### src/rtl/mfsf_defs.vh
// Register offsets, field positions and reset values of the fault status flags
`ifndef MFSF_DEFS_VH
`define MFSF_DEFS_VH
`define MFSF_ADDR_PRIMARY 8'h41
`define MFSF_ADDR_SECONDARY 8'h42
`define MFSF_RESET_VALUE 8'h00
// Primary register fields
`define MFSF_P_V25 0
`define MFSF_P_CORE 1
`define MFSF_P_V33 2
`define MFSF_P_V50 3
`define MFSF_P_DIODE_A_ANODE_ZONE 4
`define MFSF_P_INTERNAL_ZONE 5
`define MFSF_P_DIODE_B_ANODE_ZONE 6
`define MFSF_P_SUMMARY 7
// Secondary register fields
`define MFSF_S_V12 0
`define MFSF_S_RESERVED 1
`define MFSF_S_FAN_LSB 2
`define MFSF_S_DIODE1 6
`define MFSF_S_DIODE2 7
`endif

### src/rtl/mfsf_status.v
// Sticky fault status flag registers of the hardware monitor
`include "mfsf_defs.vh"
`default_nettype none

module mfsf_status (
   input wire ref_clk,
   input wire arst_n,
   // Register access port: one-cycle strobes, address of the current access
   input wire [7:0] reg_addr,
   input wire reg_rd,
   input wire reg_wr,
   input wire [7:0] reg_wdata,
   output reg [7:0] reg_rdata,
   output wire reg_hit,
   // Supply readings and limits, unsigned
   input wire [7:0] v25_reading,
   input wire [7:0] v25_low,
   input wire [7:0] v25_high,
   input wire [7:0] core_supply_input,
   input wire [7:0] core_low,
   input wire [7:0] core_high,
   input wire [7:0] v33_reading,
   input wire [7:0] v33_low,
   input wire [7:0] v33_high,
   input wire [7:0] v50_reading,
   input wire [7:0] v50_low,
   input wire [7:0] v50_high,
   input wire [7:0] v12_reading,
   input wire [7:0] v12_low,
   input wire [7:0] v12_high,
   // Temperature readings and limits, two's complement
   input wire [7:0] diode_a_anode_temp,
   input wire [7:0] zone1_low,
   input wire [7:0] zone1_high,
   input wire [7:0] internal_temp,
   input wire [7:0] zone2_low,
   input wire [7:0] zone2_high,
   input wire [7:0] diode_b_anode_temp,
   input wire [7:0] zone3_low,
   input wire [7:0] zone3_high,
   // Remote diode open or short indications
   input wire diode_a_fault,
   input wire diode_b_fault,
   // Tachometer period counts and minimum limits, fans a..d packed low to high
   input wire [63:0] fan_period,
   input wire [63:0] fan_minimum,
   // Latched flags, for the rest of the monitor
   output wire [7:0] status_primary,
   output wire [7:0] status_secondary
);

   // ---------------------------------------------------------------
   // Fault conditions
   // ---------------------------------------------------------------
   wire [7:0] cond_p;
   wire [7:0] cond_s;
   wire [3:0] fan_stall;
   reg [7:0] prim_q;
   reg [7:0] prim_d;
   reg [7:0] sec_q;
   reg [7:0] sec_d;
   wire rd_prim;
   wire rd_sec;
   wire diode_a_anode_out;
   wire diode_b_anode_out;

   // Supplies: low limit inclusive on the four primary inputs
   mfsf_window #(
      .IS_SIGNED(0),
      .LOW_INCLUSIVE(1)
   ) i_v25_win (
      .value(v25_reading),
      .low(v25_low),
      .high(v25_high),
      .outside(cond_p[`MFSF_P_V25])
   );
   mfsf_window #(
      .IS_SIGNED(0),
      .LOW_INCLUSIVE(1)
   ) i_core_win (
      .value(core_supply_input),
      .low(core_low),
      .high(core_high),
      .outside(cond_p[`MFSF_P_CORE])
   );
   mfsf_window #(
      .IS_SIGNED(0),
      .LOW_INCLUSIVE(1)
   ) i_v33_win (
      .value(v33_reading),
      .low(v33_low),
      .high(v33_high),
      .outside(cond_p[`MFSF_P_V33])
   );
   mfsf_window #(
      .IS_SIGNED(0),
      .LOW_INCLUSIVE(1)
   ) i_v50_win (
      .value(v50_reading),
      .low(v50_low),
      .high(v50_high),
      .outside(cond_p[`MFSF_P_V50])
   );

   // Temperatures: signed, low limit inclusive
   mfsf_window #(
      .IS_SIGNED(1),
      .LOW_INCLUSIVE(1)
   ) i_diode_a_anode_win (
      .value(diode_a_anode_temp),
      .low(zone1_low),
      .high(zone1_high),
      .outside(diode_a_anode_out)
   );
   assign cond_p[`MFSF_P_DIODE_A_ANODE_ZONE] = diode_a_anode_out || diode_a_fault;
   mfsf_window #(
      .IS_SIGNED(1),
      .LOW_INCLUSIVE(1)
   ) i_internal_win (
      .value(internal_temp),
      .low(zone2_low),
      .high(zone2_high),
      .outside(cond_p[`MFSF_P_INTERNAL_ZONE])
   );
   // Zone 3 compares against its own low limit
   mfsf_window #(
      .IS_SIGNED(1),
      .LOW_INCLUSIVE(1)
   ) i_diode_b_anode_win (
      .value(diode_b_anode_temp),
      .low(zone3_low),
      .high(zone3_high),
      .outside(diode_b_anode_out)
   );
   assign cond_p[`MFSF_P_DIODE_B_ANODE_ZONE] = diode_b_anode_out || diode_b_fault;
   assign cond_p[`MFSF_P_SUMMARY] = 1'b0;

   // The 12V check is strict on both sides, unlike the other supplies
   mfsf_window #(
      .IS_SIGNED(0),
      .LOW_INCLUSIVE(0)
   ) i_v12_win (
      .value(v12_reading),
      .low(v12_low),
      .high(v12_high),
      .outside(cond_s[`MFSF_S_V12])
   );
   assign cond_s[`MFSF_S_RESERVED] = 1'b0;

   genvar i;
   generate
      for (i = 0; i < 4; i = i + 1)
      begin : g_fan
         // A slow fan gives a long period, so larger than minimum means stalled
         assign fan_stall[i] = fan_period[16*i +: 16] > fan_minimum[16*i +: 16];
      end
   endgenerate
   assign cond_s[`MFSF_S_FAN_LSB +: 4] = fan_stall;
   assign cond_s[`MFSF_S_DIODE1] = diode_a_fault;
   assign cond_s[`MFSF_S_DIODE2] = diode_b_fault;

   // ---------------------------------------------------------------
   // Sticky flags
   // ---------------------------------------------------------------
   assign rd_prim = reg_rd && (reg_addr == `MFSF_ADDR_PRIMARY);
   assign rd_sec = reg_rd && (reg_addr == `MFSF_ADDR_SECONDARY);

   always @*
   begin
      // Clearing keeps any flag whose condition is still present this cycle
      prim_d = prim_q | cond_p;
      if (rd_prim)
      begin
         prim_d = cond_p;
      end
      sec_d = sec_q | cond_s;
      if (rd_sec)
      begin
         sec_d = cond_s;
      end
      prim_d[`MFSF_P_SUMMARY] = 1'b0;
      sec_d[`MFSF_S_RESERVED] = 1'b0;
   end

   // Writes never reach the flags
   always @(posedge ref_clk or negedge arst_n)
   begin
      if (!arst_n)
      begin
         prim_q <= `MFSF_RESET_VALUE;
         sec_q <= `MFSF_RESET_VALUE;
      end
      else
      begin
         prim_q <= prim_d;
         sec_q <= sec_d;
      end
   end

   // Summary follows the latched secondary register, so it drops as that clears
   assign status_primary = {(|sec_q), prim_q[6:0]};
   assign status_secondary = sec_q;

   // ---------------------------------------------------------------
   // Read data
   // ---------------------------------------------------------------
   assign reg_hit = (reg_addr == `MFSF_ADDR_PRIMARY) || (reg_addr == `MFSF_ADDR_SECONDARY);

   // Data is captured from the flags before the clear takes effect
   always @(posedge ref_clk or negedge arst_n)
   begin
      if (!arst_n)
      begin
         reg_rdata <= `MFSF_RESET_VALUE;
      end
      else if (rd_prim)
      begin
         reg_rdata <= status_primary;
      end
      else if (rd_sec)
      begin
         reg_rdata <= status_secondary;
      end
      else if (reg_rd)
      begin
         reg_rdata <= 8'h00;
      end
   end

endmodule

// ---------------------------------------------------------------
// Window comparator
// ---------------------------------------------------------------
// One limit check; the low bound is inclusive or strict, the order signed or not
module mfsf_window #(
   parameter IS_SIGNED = 0,
   parameter LOW_INCLUSIVE = 1
) (
   input wire [7:0] value,
   input wire [7:0] low,
   input wire [7:0] high,
   output wire outside
);

   wire [7:0] sign_flip;
   wire [7:0] value_cmp;
   wire [7:0] low_cmp;
   wire [7:0] high_cmp;
   wire below_low;
   wire above_high;

   // Inverting the sign bit maps two's complement order onto unsigned order
   assign sign_flip = (IS_SIGNED != 0) ? 8'h80 : 8'h00;
   assign value_cmp = value ^ sign_flip;
   assign low_cmp = low ^ sign_flip;
   assign high_cmp = high ^ sign_flip;
   assign below_low = (LOW_INCLUSIVE != 0) ? (value_cmp <= low_cmp) : (value_cmp < low_cmp);
   assign above_high = value_cmp > high_cmp;
   assign outside = below_low || above_high;

endmodule

`default_nettype wire

### config.mk
export PLATFORM = sky130hd
export DESIGN_NAME = mfsf_status
export DESIGN_NICKNAME = d
export VERILOG_FILES = /design/src/rtl/mfsf_status.v
export VERILOG_INCLUDE_DIRS = /design/src /design/src/rtl
export SDC_FILE = /design/constraint.sdc
export NUM_CORES = 1
export LEC_CHECK = 0
export ABC_CLOCK_PERIOD_IN_PS = 1450
export BUFFER_PORTS_ARGS = -buffer_cell sky130_fd_sc_hd__buf_2
export CAP_MARGIN = 20
export CORE_AREA = 2 2 142 144
export CTS_CLUSTER_SIZE = 12
export DETAILED_ROUTE_END_ITERATION = 10
export DIE_AREA = 0 0 144 146
export GPL_TIMING_DRIVEN = 0
export SYNTH_ARGS = -nofsm -noshare
export SYNTH_HDL_FRONTEND = slang
export SYNTH_SLANG_ARGS = --single-unit
### constraint.sdc
create_clock -name ref_clk -period 1.45 [get_ports ref_clk]
set_clock_uncertainty 0.1 [all_clocks]
set_input_delay 0.145 -clock ref_clk [delete_from_list [all_inputs] [get_ports ref_clk]]
set_output_delay 0.145 -clock ref_clk [all_outputs]
set_load 0.05 [all_outputs]
# Word level (Yosys, flattened, before mapping)
# Index checks and enable logic that the tools add are counted.
dict set report op_classes {
  addsub 0
  multipliers 0
  div 0
  order_cmp 20
  eq_ne 2
  shifts 0
  mux 5
  n_bitwise 11
  reduce_logical 15
}
# cell count
set op_table {}
lappend op_table {{16-bit > comparator} 4}
lappend op_table {{8-bit > comparator} 8}
lappend op_table {{8-bit <= comparator} 7}
lappend op_table {{8-bit two-way mux} 4}
lappend op_table {{8-bit by 7-bit equality test with 1-bit output (second input constant)} 2}
lappend op_table {{1-bit logical OR} 11}
lappend op_table {{1-bit NOT} 9}
lappend op_table {{8-bit less-than comparator} 1}
lappend op_table {{8-bit bitwise OR} 1}
lappend op_table {{7-bit two-way mux} 1}
lappend op_table {{7-bit bitwise OR} 1}
lappend op_table {{7-bit OR reduction} 1}
lappend op_table {{3-bit nonzero test} 1}
lappend op_table {{1-bit logical AND} 2}
dict set report word_totals {
  regBits 22
  latchBits 0
  ramBits 0
  rom_bits 0
  inputBits 342
  memories 0
}

# Depth between registers and ports, before layout
# Gate-level depths: netlist (run 1).
dict set report depth {
  depth_word 6
  depth_mapped 7
}

# Cells and area by module
# A second synthesis (run 1) with hierarchy kept.
dict set report hier_totals {
  hier_cells 738
  area_unflattened_um2 5724.2
}
# module n_inst cells_each area_per_inst_um2
set modules_own_cells {}
lappend modules_own_cells {mfsf_status 1 307 2503.7}
lappend modules_own_cells {{mfsf_window at i_core_win ...} 4 54 406.6}
lappend modules_own_cells {{mfsf_window at i_diode_a_anode_win ...} 3 53 402.9}
lappend modules_own_cells {{mfsf_window at i_v12_win} 1 56 385.4}

# Worst setup path before layout (run 1)
# Ideal clock, no wire load.
dict set report synth_timing {
  kind {register -> register}
  from {register sec_q[2], in the netlist status_secondary[2]}
  to {register reg_rdata[7]}
  setup_ns 0.136
  arrival_ns 1.604
  required_time_ns 1.214
  slack_ns -0.390
  path_stages_with_launch 5
  path_buffers 0
  path_cell_list {dfrtp_1 > nor4_1 > nand2_1 > a32oi_1 > o21ai_0}
}
dict set report synth_between {
  elab_chain_len 2
}
# element line_no
set synth_rtl {}
lappend synth_rtl {{from (decl)} mfsf_status.v:60} ;# reg [7:0] sec_q;
lappend synth_rtl {{from (signal assigned)} mfsf_status.v:191} ;# sec_q <= `MFSF_RESET_VALUE;
lappend synth_rtl {{7-bit OR reduction} mfsf_status.v:201} ;# assign status_primary = {(|sec_q), prim_q[6:0]};
lappend synth_rtl {{via status_primary[7]} mfsf_status.v:48} ;# output wire [7:0] status_primary,
lappend synth_rtl {{8-bit two-way mux} mfsf_status.v:216} ;# else if (rd_prim)
lappend synth_rtl {{to (signal assigned)} mfsf_status.v:214} ;# reg_rdata <= `MFSF_RESET_VALUE;
lappend synth_rtl {{to (signal assigned)} mfsf_status.v:218} ;# reg_rdata <= status_primary;
lappend synth_rtl {{to (signal assigned)} mfsf_status.v:222} ;# reg_rdata <= status_secondary;
lappend synth_rtl {{to (decl)} mfsf_status.v:13} ;# output reg [7:0] reg_rdata,
# The timed path passes the listed nets, and every way through them passes these cells.
# A chain may end at the register's enable or synchronous reset.

# Final worst setup path (run 1)
dict set report layout_timing {
  from {input port fan_minimum[45]}
  to {register sec_q[4], in the netlist status_secondary[4]}
}
dict set report layout_between {
  elab_chain_len 3
}
# element line_no
set layout_rtl {}
lappend layout_rtl {{from (decl)} mfsf_status.v:46} ;# input wire [63:0] fan_minimum,
lappend layout_rtl {{16-bit > comparator *} mfsf_status.v:155} ;# assign fan_stall[i] = fan_period[16*i +: 16] > fan_minimum[16*i +: 16];
lappend layout_rtl {{8-bit bitwise OR} mfsf_status.v:176} ;# sec_d = sec_q | cond_s;
lappend layout_rtl {{8-bit two-way mux *} mfsf_status.v:177} ;# if (rd_sec)
lappend layout_rtl {{via sec_d[4]} mfsf_status.v:61} ;# reg [7:0] sec_d;
# The timed path passes the listed nets; every way through them passes the cells marked *.

==> flow_results.org, run 1 <==
** Placed design
- After detailed placement, the design holds a cell count of 1351.
- The congestion estimate from routability-driven global placement came to 0.849.
- Buffers placed on the I/O ports in this run total 355.
- In this run the cell area measured after placement is 7950 sq um.
- Detailed placement finished with a half-perimeter wire length of 17700 microns.

** Power and ir drop
- In this run the power density over the cells is 389 nW/um^2.
- Leakage :: 4.75 nW
- Worst ir drop on vdd :: 0.490 mV

** Final layout
- Fraction of final layout cells with drive strength greater than 1 :: 41.2%
- Most frequent standard cell in the layout excluding fill and tap cells :: buf_2
- The top cell types in the final layout, fill and taps aside, are 340 x buf_2, 170 x inv_1, 170 x ha_1, 83 x a21oi_1, 41 x nand4_1.
- Fill cell count :: 2022
- The finished layout holds 1370 standard cells, fillers aside.
- Post-route cell area :: 8520 sq um
- The net count of the finished layout is 1638.
- From synthesis to final layout, the design area changed by 53.6%.

** Floorplanning
- Die height :: 146 microns
- Total Die Area :: 21000 sq um
- Initial core utilization :: 28.7%
- During I/O placement, the number of pins put on the boundary was 367.
- Chip Width :: 144 microns
- In this run the standard cell core region covers 19300 sq um.
- Row count :: 51

** Global routing
- Number of global-route vias before repair :: 6439
- Global-route wire length before repair :: 30000 microns
- After global routing the overflow that remains totals 0.
- Antenna violations before repair :: 1
- Entering global routing, the biggest net connects 23 pins.
- Overall global routing resource usage :: 17.5%

** Yosys
- Count of flip-flops with a built-in enable after synthesis :: 0
- Cells after Synth :: 731
- In this run the biggest area consumer among cell types represents 43.1% of the synthesized area.
- Sorting the synthesized cells by area gives the leading types as ha_1 43%, inv_1 13%, dfrtp_1 9.9%.
- Total nets after synthesis :: 1264
- Synth cell types :: 41
- Yosys printed 0 warnings.
- Flip-flop and latch count after synthesis :: 22
- Ys flop type :: dfrtp_1
- After synthesis, the share of flip-flops with an asynchronous set or reset is 100%.
- The mapped netlist covers 5550 sq um.
- Sequential area share after synthesis :: 9.92%
- Avg Cell Area, Syn :: 7.59 sq um
- Largest area contributor in the netlist :: ha_1

** Routing
- The detail route stage leaves a number of antenna-violating nets equal to 0.
- Wires add up to 19600 microns.
- Length of the first detailed-routing pass in iterations :: 6
- Average wire length per cell after detail routing :: 14.3 microns
- Via density per instance :: 4.64
- DRC errors left :: 0
- In this run, the number of DRC markers left after iteration 0 of detailed routing was 120.
- The routed layout has 6355 vias.

** Timing
- RSZ-0062 raised after global routing :: yes
- Slew of the pin with the lowest slew margin :: 0.610 ns
- The final number of hold-violating endpoints is 0.
- Setup violations remaining at the end of the flow were counted as 19.
- The worst path uses 110% of the clock period.
- Headroom to the max-slew limit came out at 59.3%.
- On the final layout, the worst hold slack is 0.131 ns.
- Final WS setup :: -0.140 ns
- The number of pins with negative max-slew slack in the final report came to 0.
- Achievable Freq :: 0.629 GHz
- The smallest clock period supported by the final layout is computed as 1.59 ns.

** Setup path
- Setup slack on the worst reg-to-reg path comes out at 0.14 ns.
- Library cell contributing the largest single delay on the critical path :: or4_1
- Arrival @ worst endpoint :: 1.63 ns
- Total buffers and inverters traversed by the critical path :: 2
- Start-to-end type of the worst setup path :: input pin to flop
- CP Launch Type :: input pin
- Required time at the worst-slack endpoint :: 1.49 ns
- For the worst flop-to-flop path, the logic depth is 4.
- Of all nets on the critical path, the largest fanout is 3.
- Kind of cell adding the most delay to the critical path :: simple AND/OR/NAND/NOR gates
- Peak per-stage delay on the critical path :: 0.50 ns
- Kind of end point of the critical path :: flop
- Critical R2R Launch :: status_secondary[0]
- The worst register-to-register path ends at reg_rdata[7].
- The signal on the critical path passes through buf_6 > inv_4 > ha_4 > nand4_1 > nor3_2 > or4_1 > a211o_1 > a22o_1.

** Run
- Max-cap check violation count :: 0

** Hold path
- Count of cells along the worst hold path :: 3
- Path category of the worst min-delay check :: input pin to flop
- Worst min-delay path endpoint :: prim_q[5]
- Worst hold start :: zone2_low[7]

** Clock network
- Clock tree from TritonCTS :: yes
- Maximum buffer depth of the clock tree :: 2
- TritonCTS buffer count :: 3
- The tree is rooted in a clkbuf_16.
- CTS built an H-tree with a depth of 1.
- The clock net in this run drives a total of 22 sinks.
- Clock latency on the worst-skew pair :: 0.26 ns
- Clock edge transition at the registers on the reported setup and hold paths :: 0.06 ns

** Run status
- Status :: complete, but fails checks
- The final reports fail on negative setup slack.
==> cells by family after synthesis <==
logic type,synth area share [%]
flip-flops,9.92
AO/OA/AOI/OAI,19.0
adder cells (fa/ha/maj),43.1
other,0.0676
buffers and inverters,13.2
AND/OR/NAND/NOR,14.7
==> final cells by class <==
cell class	count	area, sq um	share of cell area [%]
timing repair buffer	371	2050	24.0
multi-input combinational	517	4720	55.4
clock inverter	1	30.0	0.352
inverter	187	739	8.68
sequential	22	554	6.51
buffer	3	16.3	0.191
tap	265	332	3.89
clock buffer	3	75.1	0.881
antenna	1	2.50	0.0294
==> power by group <==
group	switching, W	internal (W)
clock	0.000255	0.000549
combinational	0.000945	0.000932
sequential	0.00000698	0.000626
total	0.00121	0.00211
==> state kept, by name, summed over array words and instances, names as in the netlist <==
signal,flops
reg_rdata,8
prim_q,7
status_secondary,7
==> worst max path at each step <==
stage,slack [ns],end,cells past startpoint,startpoint
floorplan,-0.23,status_secondary[4],7,fan_minimum[46]
global placement,-0.60,status_secondary[0],5,reg_addr[7]
detailed placement,-0.62,status_secondary[0],5,reg_addr[7]
CTS,-0.20,reg_hit,6,reg_addr[4]
global route,-0.18,status_secondary[4],8,fan_minimum[47]
finish,-0.14,status_secondary[4],8,fan_minimum[45]
==> routing by layer <==
layer	vias to the layer above	track usage [%]	routed length (microns)
met5	-	0	0
met2	231	32.8	9690
met4	0	4.51	427
met3	28	2.86	1420
li1	3321	-	-
met1	2775	20.3	8100
==> repair_timing <==
action | CTS | global route
hold buffers | 3 | 0
resized for setup | 35 | 37
buffers inserted | 11 | 2
pin swaps | 11 | 10
hold endpoints to repair | 24 | 0
endpoints found under the setup margin | 24 | 24
==> metrics by stage <==
step	power, W	setup WS, ns	utilization [%]	setup TNS [ns]
3_3_place_gp	0.00240	-0.599	41.1	-10.24
4_1_cts	0.00331	-0.203	43.1	-2.56
3_5_place_dp	0.00243	-0.619	41.1	-10.53
2_1_floorplan	0.00163	-0.235	-	-2.57
5_1_grt	0.00364	-0.182	44.1	-2.15
6_report	0.00331	-0.140	44.1	-1.04
==> tightest hold or removal path, cell delays in order <==
cell	delay [ns]
buf_2	0.08
ha_1	0.12
o311ai_1	0.10
==> cell usage after synthesis (all sizes together), types with 6 or more instances <==
cell type and count:
o311ai 6, nor2b 21, o22ai 9, nor2 22
o21ai 23, a21oi 91, nand2 29, dfrtp 22
nand4 41, o211ai 17, a22oi 6, ha 191
nor3 9, nand3 15, inv 187, a21boi 7
(Power assumes the default switching activity.)
==> run 2: changes to the inputs <==
--- a/config.mk
+++ b/config.mk
@@ -6,13 +6,14 @@
 export SDC_FILE = /design/constraint.sdc
 export NUM_CORES = 1
 export LEC_CHECK = 0
+export ABC_AREA = 1
 export ABC_CLOCK_PERIOD_IN_PS = 1450
 export BUFFER_PORTS_ARGS = -buffer_cell sky130_fd_sc_hd__buf_2
 export CAP_MARGIN = 20
-export CORE_AREA = 2 2 142 144
+export CORE_AREA = 2 2 144 146
 export CTS_CLUSTER_SIZE = 12
 export DETAILED_ROUTE_END_ITERATION = 10
-export DIE_AREA = 0 0 144 146
+export DIE_AREA = 0 0 146 148
 export GPL_TIMING_DRIVEN = 0
 export SYNTH_ARGS = -nofsm -noshare
 export SYNTH_HDL_FRONTEND = slang
==> run 2 against run 1 <==
Effect of this change: the flow finishes with violations (negative hold slack, negative setup slack); core utilization fell by 3.7 points; count of clock-buffer cells in the layout rose by 1; worst setup slack improved by 0.13 ns; critical path depth fell by 5; combinational power fell by 8%; cell count rose by 11%; area after synthesis rose by 5.3%; global-route usage fell by 1.4 points; register-to-register slack improved by 0.17 ns; routed wire length fell by 8.0%; sequential share of layout area rose by 0.37 points; synthesized cell count rose by 21%.
==> flow_results.org, run 2 <==
** Run status
- Status :: complete, but fails checks
- The final reports fail on negative hold slack, negative setup slack.

** Yosys
- The share of synthesized registers carrying an async set or reset is 100% (unchanged).
- Dominant combinational cell family by area after synthesis :: adder cells
- Cell Area, Synth :: 5840 sq um (+5.3%)
- Share of cell area taken by muxes after synthesis :: 0% (unchanged)
- Count of flip-flops with a built-in enable after synthesis :: 0 (unchanged)
- The post-synthesis net count was 1419 (+12%).
- Cells after Synth :: 886 (+21%)
- Top cells by area in the synthesized netlist :: ha_1 41%, inv_1 15%, nand2_1 12%
- Top cells by count, synth :: 232 x inv_1, 193 x nand2_1, 191 x ha_1, 88 x a21oi_1, 45 x nor2_1
- The top-area cell type share of the netlist area came to 40.9% (-2.2 points).
- The synthesized-area fraction occupied by ao, oa, aoi and oai cells came to 11.1% (-7.9 points).
- Most repeated cell in the gate-level netlist after synthesis :: inv_1
- Avg Cell Area, Syn :: 6.60 sq um (-13%)
- The area share of and/or/nand/nor cells after synthesis came to 23.2% (+8.5 points).
- Of all cell types, the one taking the most synthesized area is ha_1.
- The count of state elements after synthesis is 22 (unchanged).
- Sequential area share after synthesis :: 9.42% (-0.50 points)
- The synthesis warning total is 0 (unchanged).
- The most used flip-flop cell after synthesis is dfrtp_1.
- Synth cell types :: 26 (-37%)
- Share of synthesized cell area in full adder, half adder and majority cells :: 40.9% (-2.2 points)
- Fraction of synthesized cell area in xor and xnor cells :: 0% (unchanged)

** Routing
- Average wire length per cell after detail routing :: 11.9 microns (-17%)
- Total Wirelength :: 18100 microns (-8.0%)
- Iteration-0 DRC count of the detailed router :: 110 (-8.3%)
- Length of the first detailed-routing pass in iterations :: 4 (-2)
- DRC errors left :: 0 (unchanged)
- Antenna viol nets, final :: 0 (unchanged)
- The via count was 6553 (+3.1%).
- The routed via count divided by cell count came to 4.32 (-6.9%).

** Final layout
- The total inserted antenna cells was 0 (-1).
- Area growth from synthesis to layout :: 38.6%
- Fill cell count :: 2193 (+8.5%)
- The area used by multi-input combinational logic is 4420 sq um (-6.4%).
- In the layout the commonest cells are 355 x buf_2, 232 x inv_1, 192 x nand2_1, 191 x ha_1, 88 x a21oi_1.
- Counting flops per register, the top entry is reg_rdata.
- The area occupied by registers is 557 sq um (+0.45%).
- The number of nets in the layout is 1782 (+8.8%).
- The flip-flop count of the largest register after layout came to 8 (unchanged).
- Fraction of final layout cells with drive strength greater than 1 :: 30.4% (-11 points)
- The final design utilization came to 40.4% (-3.7 points).
- Most frequent standard cell in the layout excluding fill and tap cells :: buf_2

** Timing
- The highest clock rate was 0.685 GHz (+8.9%).
- Final Cycle Share :: 101% (-8.9 points)
- Final setup violation count :: 1 (-18)
- The clock period minus final worst setup slack was 1.46 ns (-0.130 ns).
- Slew of the pin with the lowest slew margin :: 0.549 ns (-0.0607 ns)
- The final number of hold-violating endpoints is 1 (+1).
- Pins over their slew limit :: 0 (unchanged)
- The max-slew headroom at the worst pin is 63.4% (+4.0 points).
- Post-Route Hold Slack :: -0.00326 ns (-0.134 ns)
- Setup repair after global routing could not meet its margin everywhere.
- Final WS setup :: -0.0105 ns (+0.130 ns)

** Setup path
- Launching instance or port of the critical path :: status_secondary[2]
- Required time at the worst-slack endpoint :: 1.21 ns (-0.28 ns)
- Highest net fanout along the worst path :: 2 (-1)
- The critical path data arrival time came to 1.22 ns (-0.41 ns).
- The startpoint identified for the worst register-to-register timing path is status_secondary[2].
- Start-to-end type of the worst setup path :: flop to output port
- CP Launch Type :: flop
- The worst setup path is captured at an output port.

** Placed design
- Routability Congestion :: 0.835 (-1.6%)
- Count of input and output buffers :: 355 (unchanged)
- The half-perimeter wire length after detailed placement was 16800 microns (-4.7%).
- Post-place setup slack :: -0.0147 ns (+0.604 ns)

** Clock network
- Root buffer cell :: clkbuf_16
- CTS sink count :: 22 (unchanged)
- The register clock-pin slew on the reported worst setup and hold paths came to 0.06 ns (about the same).
- TritonCTS built the clock tree.
- The clock latency at the later pin of the worst-skew pair is 0.25 ns (about the same).
- Maximum level of the CTS H-tree :: 1 (unchanged)
- The maximum clock insertion buffer count came to 2 (unchanged).
- TritonCTS buffer count :: 3 (unchanged)

** Floorplanning
- The number of cell rows is 52 (+2.0%).
- The initial core utilization was 29.2% (+0.47 points).
- Area inside the core boundary :: 20000 sq um (+3.6%)
- Count of pins on the block boundary :: 367 (unchanged)
- The die span in y was 148 microns (+1.4%).
- Chip Width :: 146 microns (+1.4%)
- Total Die Area :: 21600 sq um (+2.8%)

** Run
- Max-cap check violation count :: 0 (unchanged)

** Global routing
- Maximum number of pins on one net before global-route repair :: 23 (unchanged)
- Overall global routing resource usage :: 16.1% (-1.4 points)
- The final global-route overflow total came to 0 (unchanged).
- The via count of the first global-routing pass came to 6431 (-0.12%).
- Global-route wire length before repair :: 29000 microns (-3.3%)
- Antenna violations before repair :: 0 (-1)

** Power and ir drop
- Power density over the cells :: 367 nW/um^2 (-5.7%)
- The leakage power of the design came to 5.27 nW (+11%).
- Worst ir drop on vdd :: 0.394 mV (-19%)

** Hold path
- Path category of the worst min-delay check :: input pin to flop
- The startpoint identified for the worst hold timing path is diode_b_fault.
==> run 2: metal layers <==
layer | track usage [%] | vias up | part of all wire (%)
met5 | 0 | - | 0
met4 | 2.33 | 0 | 1.3
met3 | 2.25 | 16 | 5.5
met2 | 29.9 | 197 | 49
met1 | 20.2 | 2764 | 44
li1 | - | 3576 | -
==> run 2: worst paths after layout <==
| kind | cells after the start | endpoint | slack (ns) |
|---|---|---|---|
| setup / recovery | 3 | status_primary[7] | -0.01 |
| hold / removal | 3 | status_secondary[7] | -0.003 |
| setup reg to reg | 4 | reg_rdata[7] | 0.31 |
| hold reg to reg | 2 | reg_rdata[6] | 0.39 |
| max in group asynchronous | 2 | status_secondary[4] | 0.52 |
| min in group asynchronous | 2 | prim_q[2] | 0.33 |
==> run 2: through the flow <==
stage | std cells | cell area [sq um] | total power, W | TNS (ns)
4_1_cts | 1518 | 8100 | 0.00301 | -0.0217
5_1_grt | 1518 | 8100 | 0.00333 | -0.0889
3_3_place_gp | 1511 | 7970 | 0.00235 | -0.00355
2_1_floorplan | 886 | 5860 | 0.00164 | 0
3_5_place_dp | 1511 | 7970 | 0.00238 | -0.0147
6_report | 1518 | 8100 | 0.00297 | -0.0105
==> run 2: what timing repair did <==
item | CTS | global route
gates resized for setup | 4 | 0
buffers inserted | 2 | 0
endpoints found under the setup margin | 1 | 1
hold buffers | 1 | 0
hold endpoints to repair | 22 | 0
==> run 2: cell families (layout without fill, tap and decap cells) <==
kind of cell / after synthesis / after routing
other cells: 1 / 1
compound gates: 122 / 122
simple gates: 314 / 314
fa+ha+maj: 191 / 191
buf+inv: 236 / 598
flops: 22 / 22
==> run 2: final cells by class <==
| type | instances | share of cell area [%] |
|---|---|---|
| Buffer | 3 | 0.247 |
| Clock buffer | 4 | 0.973 |
| Inverter | 233 | 10.8 |
| Multi-Input combinational cell | 628 | 54.6 |
| Sequential cell | 22 | 6.88 |
| Tap cell | 270 | 4.17 |
| Timing Repair Buffer | 358 | 22.3 |
==> run 2: critical path, cell delays in order (launching register included) <==
cell     delay (ns)
dfrtp_2        0.44
nor4_4         0.27
nand2_2        0.09
buf_6          0.16
==> run 2: where the power goes <==
group	internal (W)	switching [W]	total, W
clock network	0.000376	0.000241	0.000617
logic	0.000846	0.000888	0.00173
registers	0.000616	0.00000201	0.000618
total	0.00184	0.00113	0.00297
